$ cat src/pkg/lcdc_params.svh
`ifndef LCDC_PARAMS_SVH
`define LCDC_PARAMS_SVH

// ----------------------------------------
// Timing
// ----------------------------------------
`define LCDC_CLK_HZ 20000000
`define LCDC_FRAME_HZ 64
`define LCDC_FRAME_DIV 24
`define LCDC_OSC_HALF (`LCDC_CLK_HZ / (2 * `LCDC_FRAME_HZ * `LCDC_FRAME_DIV))
`define LCDC_PHASE_LAST 5'h17
`define LCDC_HALF_PHASE 5'h0c
`define LCDC_BLINK_BIT 5

// ----------------------------------------
// Sizes
// ----------------------------------------
`define LCDC_NUM_BP 4
`define LCDC_NUM_SEG 60
`define LCDC_SEG_AW 6

// ----------------------------------------
// Register offsets
// ----------------------------------------
`define LCDC_CTRL_OFF 4'h0
`define LCDC_RAMWR_OFF 4'h4
`define LCDC_STATUS_OFF 4'h8

// ----------------------------------------
// Field positions
// ----------------------------------------
`define LCDC_CTRL_EN 0
`define LCDC_CTRL_BLINK 1
`define LCDC_CTRL_MODE 2
`define LCDC_CTRL_BIAS 4
`define LCDC_CTRL_BANK_IN 5
`define LCDC_CTRL_BANK_OUT 6
`define LCDC_RAMWR_SEG 0
`define LCDC_RAMWR_PLANE 8
`define LCDC_RAMWR_VAL 16

// ----------------------------------------
// Encodings and reset values
// ----------------------------------------
`define LCDC_MODE_STATIC 2'h0
`define LCDC_MODE_MUX2 2'h1
`define LCDC_MODE_MUX3 2'h2
`define LCDC_MODE_MUX4 2'h3
`define LCDC_MODE_RST 2'h3
`define LCDC_LVL_VSS 2'h0
`define LCDC_LVL_LOW 2'h1
`define LCDC_LVL_HIGH 2'h2
`define LCDC_LVL_VLCD 2'h3
`define LCDC_RESP_OKAY 2'h0
`define LCDC_RESP_SLVERR 2'h2

`endif

$ cat src/pkg/lcdc_pkg.sv
`default_nettype none

package lcdc_pkg;
  // Two-bit drive level: 0 ground, 1 lower bias, 2 upper bias, 3 LCD supply
  typedef logic [1:0] lcdc_level_t;
  // Drive mode: static, 1:2, 1:3, 1:4
  typedef logic [1:0] lcdc_mode_t;
endpackage : lcdc_pkg

`default_nettype wire

$ cat src/hdl/lcdc_core.sv
`include "lcdc_params.svh"
`default_nettype none

module lcdc_core #(
  parameter int unsigned OSC_HALF = `LCDC_OSC_HALF,
  parameter int unsigned NUM_SEG = `LCDC_NUM_SEG
)
(
  // Clock and reset
  input wire logic aclk,
  input wire logic aresetn,
  // AXI4-Lite write address
  input wire logic [3:0] s_axi_awaddr,
  input wire logic s_axi_awvalid,
  output logic s_axi_awready,
  // AXI4-Lite write data
  input wire logic [31:0] s_axi_wdata,
  input wire logic [3:0] s_axi_wstrb,
  input wire logic s_axi_wvalid,
  output logic s_axi_wready,
  // AXI4-Lite write response
  output logic [1:0] s_axi_bresp,
  output logic s_axi_bvalid,
  input wire logic s_axi_bready,
  // AXI4-Lite read address
  input wire logic [3:0] s_axi_araddr,
  input wire logic s_axi_arvalid,
  output logic s_axi_arready,
  // AXI4-Lite read data
  output logic [31:0] s_axi_rdata,
  output logic [1:0] s_axi_rresp,
  output logic s_axi_rvalid,
  input wire logic s_axi_rready,
  // Clock source pins
  input wire logic oscillator_select_pin,
  input wire logic clk_pin_i,
  output logic clk_pin_o,
  output logic clk_pin_oe,
  // Cascade sync pin, open drain
  input wire logic sync_pin_i,
  output logic sync_pin_o,
  output logic sync_pin_oe,
  // LCD drive levels, two bits per electrode
  output logic [2*`LCDC_NUM_BP-1:0] backplane_outputs,
  output logic [2*NUM_SEG-1:0] segment_outputs,
  output logic bias_centre_bypass
);

  localparam int unsigned OSC_W = $clog2(OSC_HALF + 1);

  // ----------------------------------------
  // Parameter check
  // ----------------------------------------
  if (OSC_HALF < 4 || NUM_SEG < 1 || NUM_SEG > `LCDC_NUM_SEG)
  begin : g_chk
    $error("lcdc_core: unsupported oscillator divider or segment count");
  end

  // ----------------------------------------
  // Helper functions
  // ----------------------------------------
  // Active backplane slot for a frame phase
  function automatic logic [1:0] lcdc_slot(input logic [4:0] ph, input lcdc_pkg::lcdc_mode_t md);
    logic [4:0] p;
    p = (ph >= `LCDC_HALF_PHASE) ? ph - `LCDC_HALF_PHASE : ph;
    unique case (md)
      `LCDC_MODE_STATIC: lcdc_slot = 2'h0;
      `LCDC_MODE_MUX2: lcdc_slot = (p >= 5'h06) ? 2'h1 : 2'h0;
      `LCDC_MODE_MUX3: lcdc_slot = (p >= 5'h08) ? 2'h2 : (p >= 5'h04) ? 2'h1 : 2'h0;
      `LCDC_MODE_MUX4: lcdc_slot = (p >= 5'h09) ? 2'h3 : (p >= 5'h06) ? 2'h2 : (p >= 5'h03) ? 2'h1 : 2'h0;
    endcase
  endfunction : lcdc_slot

  // Slot each backplane pin follows; spare pins mirror used ones
  function automatic logic [1:0] lcdc_bp_row(input logic [1:0] idx, input lcdc_pkg::lcdc_mode_t md);
    unique case (md)
      `LCDC_MODE_STATIC: lcdc_bp_row = 2'h0;
      `LCDC_MODE_MUX2: lcdc_bp_row = {1'b0, idx[0]};
      `LCDC_MODE_MUX3: lcdc_bp_row = (idx == 2'h3) ? 2'h1 : idx;
      `LCDC_MODE_MUX4: lcdc_bp_row = idx;
    endcase
  endfunction : lcdc_bp_row

  // Backplane level: selected swings rail to rail, others sit at bias
  function automatic lcdc_pkg::lcdc_level_t lcdc_bp_lvl(input logic sel, input logic pol, input logic half);
    if (sel)
      lcdc_bp_lvl = pol ? `LCDC_LVL_VLCD : `LCDC_LVL_VSS;
    else if (half)
      lcdc_bp_lvl = `LCDC_LVL_LOW;
    else
      lcdc_bp_lvl = pol ? `LCDC_LVL_LOW : `LCDC_LVL_HIGH;
  endfunction : lcdc_bp_lvl

  // Segment level: on opposes selected backplane, off follows bias
  function automatic lcdc_pkg::lcdc_level_t lcdc_seg_lvl(input logic on, input logic pol, input logic two);
    if (on)
      lcdc_seg_lvl = pol ? `LCDC_LVL_VSS : `LCDC_LVL_VLCD;
    else if (two)
      lcdc_seg_lvl = pol ? `LCDC_LVL_VLCD : `LCDC_LVL_VSS;
    else
      lcdc_seg_lvl = pol ? `LCDC_LVL_HIGH : `LCDC_LVL_LOW;
  endfunction : lcdc_seg_lvl

  // ----------------------------------------
  // Declarations
  // ----------------------------------------
  logic [1:0] osc_sync_r, clkin_sync_r, sync_sync_r;
  logic clkin_prev_r, sync_prev_r;
  logic [2:0] sync_oe_hist_r;
  logic [OSC_W-1:0] osc_cnt_r;
  logic [4:0] phase_r, phase_nxt;
  logic [5:0] frame_cnt_r;
  logic [1:0] row_d_r;
  logic pol_d_r;
  logic disp_en_r, blink_r, bias_half_r, bank_in_r, bank_out_r;
  lcdc_pkg::lcdc_mode_t mode_r;
  logic [`LCDC_SEG_AW-1:0] ptr_r;
  logic aw_hold_r, w_hold_r;
  logic [3:0] awaddr_r;
  logic [31:0] wdata_r;
  logic [3:0] wstrb_r;
  logic [NUM_SEG-1:0] rd_data;
  logic [2*`LCDC_NUM_BP-1:0] bp_nxt;
  logic [2*NUM_SEG-1:0] seg_nxt;

  // ----------------------------------------
  // Pin synchronisers
  // ----------------------------------------
  always_ff @(posedge aclk)
  begin
    if (!aresetn)
    begin
      osc_sync_r <= 2'h0;
      clkin_sync_r <= 2'h0;
      sync_sync_r <= 2'h3;
      clkin_prev_r <= 1'b0;
      sync_prev_r <= 1'b1;
    end
    else
    begin
      osc_sync_r <= {osc_sync_r[0], oscillator_select_pin};
      clkin_sync_r <= {clkin_sync_r[0], clk_pin_i};
      sync_sync_r <= {sync_sync_r[0], sync_pin_i};
      clkin_prev_r <= clkin_sync_r[1];
      sync_prev_r <= sync_sync_r[1];
    end
  end

  // ----------------------------------------
  // Clock source and frame phase
  // ----------------------------------------
  // Tick select, oscillator wrap, sync detect
  wire ext_sel = osc_sync_r[1];
  wire ext_edge = clkin_sync_r[1] & ~clkin_prev_r;
  wire osc_wrap = osc_cnt_r == OSC_W'(OSC_HALF - 1);
  wire int_tick = osc_wrap & ~clk_pin_o;
  wire tick = ext_sel ? ext_edge : int_tick;
  wire sync_hit = sync_prev_r & ~sync_sync_r[1] & ~sync_pin_oe & ~(|sync_oe_hist_r);
  wire frame_end = tick & (phase_r == `LCDC_PHASE_LAST);
  assign phase_nxt = sync_hit ? 5'h00 : frame_end ? 5'h00 : tick ? phase_r + 5'h01 : phase_r;

  // Internal oscillator, driven out for cascaded parts
  always_ff @(posedge aclk)
  begin
    if (!aresetn)
    begin
      osc_cnt_r <= '0;
      clk_pin_o <= 1'b0;
      clk_pin_oe <= 1'b0;
    end
    else
    begin
      osc_cnt_r <= osc_wrap ? '0 : osc_cnt_r + OSC_W'(1);
      clk_pin_o <= osc_wrap ? ~clk_pin_o : clk_pin_o;
      clk_pin_oe <= ~ext_sel;
    end
  end

  // Frame phase, frame count and sync pulse
  always_ff @(posedge aclk)
  begin
    if (!aresetn)
    begin
      phase_r <= 5'h00;
      frame_cnt_r <= 6'h00;
      sync_pin_o <= 1'b0;
      sync_pin_oe <= 1'b0;
      sync_oe_hist_r <= 3'h0;
    end
    else
    begin
      phase_r <= phase_nxt;
      frame_cnt_r <= frame_end ? frame_cnt_r + 6'h01 : frame_cnt_r;
      sync_pin_o <= 1'b0;
      sync_pin_oe <= phase_nxt == 5'h00;
      sync_oe_hist_r <= {sync_oe_hist_r[1:0], sync_pin_oe};
    end
  end

  // ----------------------------------------
  // Display RAM and scan pipeline
  // ----------------------------------------
  // Plane fetch with output bank selection
  wire low_mux = (mode_r == `LCDC_MODE_STATIC) | (mode_r == `LCDC_MODE_MUX2);
  wire [1:0] row_now = lcdc_slot(phase_r, mode_r);
  wire [1:0] rd_plane = (low_mux & bank_out_r) ? row_now + 2'h2 : row_now;
  wire [1:0] wr_plane_raw = wdata_r[`LCDC_RAMWR_PLANE +: 2];
  wire [`LCDC_SEG_AW-1:0] wr_seg = wdata_r[`LCDC_RAMWR_SEG +: `LCDC_SEG_AW];

  // Write decode
  wire do_write = aw_hold_r & w_hold_r & ~s_axi_bvalid;
  wire sel_ctrl = awaddr_r == `LCDC_CTRL_OFF;
  wire sel_ram = awaddr_r == `LCDC_RAMWR_OFF;
  wire ram_we = do_write & sel_ram & (wstrb_r == 4'hf) & (wr_seg < `LCDC_SEG_AW'(NUM_SEG));
  wire [1:0] ram_wplane = (low_mux & bank_in_r) ? wr_plane_raw + 2'h2 : wr_plane_raw;

  lcdc_plane_ram #(
    .WIDTH(NUM_SEG),
    .DEPTH(`LCDC_NUM_BP),
    .AW(`LCDC_SEG_AW)
  ) i_lcdc_plane_ram (
    .aclk(aclk),
    .wr_en(ram_we),
    .wr_plane(ram_wplane),
    .wr_bit(wr_seg),
    .wr_val(wdata_r[`LCDC_RAMWR_VAL]),
    .rd_plane(rd_plane),
    .rd_data(rd_data)
  );

  // Slot and polarity aligned with the plane read
  always_ff @(posedge aclk)
  begin
    if (!aresetn)
    begin
      row_d_r <= 2'h0;
      pol_d_r <= 1'b0;
    end
    else
    begin
      row_d_r <= row_now;
      pol_d_r <= phase_r >= `LCDC_HALF_PHASE;
    end
  end

  // Level selection for every electrode
  wire blank = ~disp_en_r | (blink_r & frame_cnt_r[`LCDC_BLINK_BIT]);
  wire two_lvl = bias_half_r | (mode_r == `LCDC_MODE_STATIC);
  always_comb
  begin
    for (int i = 0; i < `LCDC_NUM_BP; i++)
    begin
      bp_nxt[2*i +: 2] = blank ? `LCDC_LVL_VLCD :
        lcdc_bp_lvl(lcdc_bp_row(2'(i), mode_r) == row_d_r, pol_d_r, bias_half_r);
    end
    for (int s = 0; s < NUM_SEG; s++)
    begin
      seg_nxt[2*s +: 2] = blank ? `LCDC_LVL_VLCD : lcdc_seg_lvl(rd_data[s], pol_d_r, two_lvl);
    end
  end

  // Output registers
  always_ff @(posedge aclk)
  begin
    if (!aresetn)
    begin
      backplane_outputs <= {`LCDC_NUM_BP{`LCDC_LVL_VLCD}};
      segment_outputs <= {NUM_SEG{`LCDC_LVL_VLCD}};
      bias_centre_bypass <= 1'b0;
    end
    else
    begin
      backplane_outputs <= bp_nxt;
      segment_outputs <= seg_nxt;
      bias_centre_bypass <= bias_half_r & (mode_r != `LCDC_MODE_STATIC);
    end
  end

  // ----------------------------------------
  // Register bus
  // ----------------------------------------
  // Control register and write pointer
  always_ff @(posedge aclk)
  begin
    if (!aresetn)
    begin
      disp_en_r <= 1'b0;
      blink_r <= 1'b0;
      mode_r <= `LCDC_MODE_RST;
      bias_half_r <= 1'b0;
      bank_in_r <= 1'b0;
      bank_out_r <= 1'b0;
      ptr_r <= '0;
    end
    else
    begin
      if (do_write & sel_ctrl & wstrb_r[0])
      begin
        disp_en_r <= wdata_r[`LCDC_CTRL_EN];
        blink_r <= wdata_r[`LCDC_CTRL_BLINK];
        mode_r <= wdata_r[`LCDC_CTRL_MODE +: 2];
        bias_half_r <= wdata_r[`LCDC_CTRL_BIAS];
        bank_in_r <= wdata_r[`LCDC_CTRL_BANK_IN];
        bank_out_r <= wdata_r[`LCDC_CTRL_BANK_OUT];
      end
      if (ram_we)
      begin
        ptr_r <= wr_seg;
      end
    end
  end

  // Channel handshakes
  wire aw_take = s_axi_awvalid & s_axi_awready;
  wire w_take = s_axi_wvalid & s_axi_wready;
  wire ar_take = s_axi_arvalid & s_axi_arready;
  wire aw_hold_nxt = aw_take | (aw_hold_r & ~do_write);
  wire w_hold_nxt = w_take | (w_hold_r & ~do_write);
  wire rvalid_nxt = ar_take | (s_axi_rvalid & ~s_axi_rready);
  wire wr_ok = sel_ctrl | sel_ram;
  wire rd_ok = (s_axi_araddr == `LCDC_CTRL_OFF) | (s_axi_araddr == `LCDC_RAMWR_OFF) |
    (s_axi_araddr == `LCDC_STATUS_OFF);

  // Read data selection
  wire [31:0] ctrl_word = {25'h0, bank_out_r, bank_in_r, bias_half_r, mode_r, blink_r, disp_en_r};
  wire [31:0] stat_word = {18'h0, pol_d_r, ext_sel, 2'h0, row_d_r, 3'h0, phase_r};
  wire [31:0] rd_word = (s_axi_araddr == `LCDC_CTRL_OFF) ? ctrl_word :
    (s_axi_araddr == `LCDC_RAMWR_OFF) ? {26'h0, ptr_r} :
    (s_axi_araddr == `LCDC_STATUS_OFF) ? stat_word : 32'h0;

  // Write channel capture and response
  always_ff @(posedge aclk)
  begin
    if (!aresetn)
    begin
      aw_hold_r <= 1'b0;
      w_hold_r <= 1'b0;
      awaddr_r <= 4'h0;
      wdata_r <= 32'h0;
      wstrb_r <= 4'h0;
      s_axi_awready <= 1'b0;
      s_axi_wready <= 1'b0;
      s_axi_bvalid <= 1'b0;
      s_axi_bresp <= `LCDC_RESP_OKAY;
    end
    else
    begin
      aw_hold_r <= aw_hold_nxt;
      w_hold_r <= w_hold_nxt;
      awaddr_r <= aw_take ? s_axi_awaddr : awaddr_r;
      wdata_r <= w_take ? s_axi_wdata : wdata_r;
      wstrb_r <= w_take ? s_axi_wstrb : wstrb_r;
      s_axi_awready <= ~aw_hold_nxt;
      s_axi_wready <= ~w_hold_nxt;
      s_axi_bvalid <= do_write | (s_axi_bvalid & ~s_axi_bready);
      s_axi_bresp <= do_write ? (wr_ok ? `LCDC_RESP_OKAY : `LCDC_RESP_SLVERR) : s_axi_bresp;
    end
  end

  // Read channel
  always_ff @(posedge aclk)
  begin
    if (!aresetn)
    begin
      s_axi_arready <= 1'b0;
      s_axi_rvalid <= 1'b0;
      s_axi_rdata <= 32'h0;
      s_axi_rresp <= `LCDC_RESP_OKAY;
    end
    else
    begin
      s_axi_arready <= ~rvalid_nxt;
      s_axi_rvalid <= rvalid_nxt;
      s_axi_rdata <= ar_take ? rd_word : s_axi_rdata;
      s_axi_rresp <= ar_take ? (rd_ok ? `LCDC_RESP_OKAY : `LCDC_RESP_SLVERR) : s_axi_rresp;
    end
  end
endmodule : lcdc_core

`default_nettype wire

$ cat src/hdl/lcdc_plane_ram.sv
`include "lcdc_params.svh"
`default_nettype none

module lcdc_plane_ram #(
  parameter int unsigned WIDTH = `LCDC_NUM_SEG,
  parameter int unsigned DEPTH = `LCDC_NUM_BP,
  parameter int unsigned AW = `LCDC_SEG_AW
)
(
  // Clock
  input wire logic aclk,
  // Write one bit of one plane
  input wire logic wr_en,
  input wire logic [$clog2(DEPTH)-1:0] wr_plane,
  input wire logic [AW-1:0] wr_bit,
  input wire logic wr_val,
  // Read a whole plane, registered
  input wire logic [$clog2(DEPTH)-1:0] rd_plane,
  output logic [WIDTH-1:0] rd_data
);

  logic [WIDTH-1:0] mem_r [DEPTH];

  // ----------------------------------------
  // Parameter check
  // ----------------------------------------
  if (WIDTH > (1 << AW) || DEPTH < 2)
  begin : g_chk
    $error("lcdc_plane_ram: width does not fit bit address");
  end

  // Bit write and registered plane read
  always_ff @(posedge aclk)
  begin
    if (wr_en)
    begin
      mem_r[wr_plane][wr_bit] <= wr_val;
    end
    rd_data <= mem_r[rd_plane];
  end

endmodule : lcdc_plane_ram

`default_nettype wire

$ cat config.mk
export PLATFORM = sky130hd
export DESIGN_NAME = lcdc_core
export DESIGN_NICKNAME = d
export VERILOG_FILES = /design/src/pkg/lcdc_pkg.sv /design/src/hdl/lcdc_core.sv /design/src/hdl/lcdc_plane_ram.sv
export VERILOG_INCLUDE_DIRS = /design/src /design/src/pkg
export SDC_FILE = /design/constraint.sdc
export NUM_CORES = 1
export LEC_CHECK = 0
export BUFFER_PORTS_ARGS = -buffer_cell sky130_fd_sc_hd__buf_2
export CORE_UTILIZATION = 55
export DETAILED_ROUTE_END_ITERATION = 16
export HOLD_SLACK_MARGIN = 0.1
export PLACE_DENSITY = 0.8
export SYNTH_ARGS = -nofsm -noshare
export SYNTH_HDL_FRONTEND = slang
export SYNTH_SLANG_ARGS = --single-unit
export TNS_END_PERCENT = 10
$ cat constraint.sdc
create_clock -name aclk -period 6.5 [get_ports aclk]
set_clock_uncertainty 0.1 [all_clocks]
set_input_delay 0.65 -clock aclk [delete_from_list [all_inputs] [get_ports aclk]]
set_output_delay 0.65 -clock aclk [all_outputs]
set_load 0.05 [all_outputs]
==> impl_metrics.json <==
{
  "numCtsBuffers": 51,
  "synth_edf_count": 240,
  "cp.required_ps": 6890,
  "crit_chain": "ha_1, nor3b_4, o31ai_1, a211oi_2, nor3b_1, nor4b_4, buf_4, mux2i_1",
  "io-pin-count": 228,
  "via_per_inst": 5.23,
  "synthCells": 1810,
  "ys_dominant_reg_cell": "dfxtp_1",
  "yosys.area_share.simple": 0.153,
  "synth_compound_area_frac": 0.0261,
  "drv_slew": 0,
  "drc_errors": 0,
  "clock.fmax_mhz": 296,
  "synth.top_cells.by_area": "edfxtp_1, dfxtp_1, mux2i_1",
  "coreArea_um2": 36700,
  "overflow": 0,
  "start_util": 0.561,
  "crit_path_start_kind": "flop",
  "met1_usage": 0.253,
  "wl_um": 40400,
  "synth_mux_area_frac": 0.0954,
  "die_h_um": 195,
  "gp_congestion": 0.843,
  "seq_power_share": 0.510,
  "clockBufferDepth": 3,
  "dr_total_vias": 12900,
  "cts_tree": "built",
  "finalNonFillerCells": 2460,
  "dieWidth_um": 195,
  "dr.pass1.iters": 5,
  "root_buffer": "clkbuf_16",
  "wire_per_inst_um": 16.4,
  "synthArstFlopShare": 0,
  "clock-sinks": 521,
  "synth_top_area_frac": 0.350,
  "arrival_ps": 3760,
  "p_leak_nw": 8.40,
  "worstPathMaxFanout": 42,
  "status": "completed",
  "grt_pass1_wl_um": 63400,
  "diodes": 0,
  "crit_path_end_kind": "flop",
  "nNetsFinal": 2010,
  "synth_top_cell_by_area": "edfxtp_1",
  "grt_max_degree": 131,
  "hp-class": "primary input to flop",
  "antenna_found_initial": 0,
  "syn2layout_area_growth_pct": 13.8,
  "power.switching_mw": 1.35,
  "grt_pass1_vias": 12600,
  "synth_xor_area_frac": 0.0591,
  "cts_htree_levels": 2,
  "synth_seq_cells": 521,
  "hold_viol_final": 0,
  "ir_drop_v": 0.000203,
  "clkLatencyLatePin_ps": 590,
  "layout-drive-gt1-share": 0.150,
  "max_slew_margin": 0.162,
  "gr-usage-met3": 0.0351,
  "drtIter0Drc": 821,
  "row_count": 70,
  "critPathKind": "flop to flop",
  "track_usage": 0.212,
  "drtAntennaViolNets": 0,
  "p_per_area_nw_per_um2": 290,
  "cts_resized": 0,
  "dp_cells": 2364,
  "post-route-period-util": 0.519,
  "setup_tns_ps": 0,
  "yosys_warnings": 0,
  "worst_slew_pin_slew_ps": 1250,
  "place.detailed.hpwl_um": 24200,
  "crit_family": "simple AND/OR/NAND/NOR gates",
  "port_buffers": 181,
  "postCtsHoldBufs": 0,
  "path_clk_slew_ps": 60,
  "grt_busiest_layer": "met2",
  "post_cts_buffers": 0,
  "crit_buf_inv": 1,
  "synthDistinctLibCells": 59,
  "synth_adder_area_share": 0.00425,
  "post-route-min-period_ps": 3370,
  "swShare": 0.199,
  "synth_top_family_by_area": "simple AND/OR/NAND/NOR gates",
  "power_frac_clock": 0.470,
  "synth_area_per_cell_um2": 11.4,
  "die_area_um2": 38200,
  "ys_seq_area_frac": 0.623,
  "setup_viol": 0,
  "synth.cell_area_um2": 20600,
  "comb_power_share": 0.020,
  "power.internal_mw": 5.43,
  "grtUsageMet2": 0.377,
  "rsz0062_at_grt": "no",
  "slowest_stage": "buf_4",
  "critPathMaxStageDelay_ps": 690,
  "cap_violations": 0
}
==> power groups by stage <==
stage	Sequential, mW	Combinational, mW	Clock (mW)
5_1_grt	3.46	0.144	3.37
2_1_floorplan	3.54	0.0930	0
3_3_place_gp	3.53	0.129	0
6_report	3.46	0.134	3.19
3_5_place_dp	3.53	0.132	0
4_1_cts	3.46	0.133	3.24
==> placed cells by master, fill, tap and decap left out, types with 3 or more instances in the layout <==
master and count:
edfxtp_1 240, ha_1 7, o21ai_0 12, nand3b_1 3
xor2_1 9, nor3_1 14, dfxtp_1 279, nand3_1 21
buf_4 13, bufinv_16 7, nor3b_1 5, nor2b_1 28
and3b_1 4, clkbuf_16 55, clkinv_2 7, a21oi_1 18
and3_1 9, nand2_1 235, nor2_1 346, a22oi_1 7
clkbuf_1 7, clkbuf_8 13, clkinvlp_4 3, conb_1 24
buf_2 181, nand2b_1 19, and2_1 22, mux2i_1 195
xnor2_1 130, inv_1 5, a21boi_0 28
==> path summary, 6_finish.rpt <==
path	slack [ps]	to	depth (start not counted)	from
setup / recovery	3130	i_lcdc_plane_ram.rd_data[14]$_DFF_P_	8	phase_r[2]$_SDFF_PN0_
setup reg to reg	3130	i_lcdc_plane_ram.rd_data[14]$_DFF_P_	8	phase_r[2]$_SDFF_PN0_
hold / removal	160	sync_sync_r[0]$_SDFF_PN1_	2	sync_pin_i
hold reg to reg	320	sync_sync_r[1]$_SDFF_PN1_	1	sync_sync_r[0]$_SDFF_PN1_
==> layer usage <==
| layer | routed length, um | share of wire |
|---|---|---|
| met5 | 0 | 0 |
| met4 | 1390 | 0.034 |
| met3 | 2300 | 0.057 |
| met2 | 20500 | 0.51 |
| met1 | 16200 | 0.40 |
==> sequential cells by signal, summed over array words and instances (netlist names), 4 cells and up <==
register / cells
s_axi_rdata: 11
i_lcdc_plane_ram.mem_r: 240
awaddr_r: 4
segment_outputs: 120
frame_cnt_r: 6
ptr_r: 6
wdata_r: 10
phase_r: 5
backplane_outputs: 8
i_lcdc_plane_ram.rd_data: 60
wstrb_r: 4
osc_cnt_r: 13
==> synth_stat cells, types with 6 or more instances <==
library cell / number
a22oi_1: 7
ha_1: 7
nor2_1: 347
nand2_1: 235
edfxtp_1: 240
and3_1: 10
nor2b_1: 28
and2_1: 22
dfxtp_1: 281
buf_12: 6
xnor2_1: 130
mux2i_1: 195
buf_1: 10
buf_4: 26
o21ai_0: 12
nor3_1: 14
a21boi_0: 28
clkbuf_1: 75
a21oi_1: 18
buf_6: 11
nand3_1: 21
nand2b_1: 19
xor2_1: 9
==> cell families (layout without fill, tap and decap cells) <==
| group | after synthesis | in the layout |
|---|---|---|
| fa+ha+maj | 7 | 7 |
| mux | 196 | 196 |
| simple gates | 729 | 729 |
| buf+inv | 137 | 296 |
| xor+xnor | 139 | 139 |
| flops | 521 | 521 |
| compound gates | 80 | 80 |
| other cells | 1 | 24 |
==> through the flow <==
step	utilization	power [mW]	cell area, um^2	worst slack [ps]	hold WS [ps]
3_3_place_gp	0.587	3.66	21500	3230	301
6_report	0.638	6.78	23400	3130	155
3_5_place_dp	0.587	3.66	21500	3160	306
4_1_cts	0.638	6.84	23400	3120	126
5_1_grt	0.638	6.97	23400	2850	142
2_1_floorplan	-	3.64	20700	2380	286
==> cell type report <==
class / instances / area, um^2
repair buffers: 195 / 1020
well taps: 468 / 586
inverters: 5 / 20.0
flip-flops and latches: 521 / 12800
fillers: 2783 / 13300
clock buffers: 75 / 1580
multi-input cells: 1175 / 7070
clock inverters: 21 / 302
No activity file was read; power rests on OpenSTA's default activity.
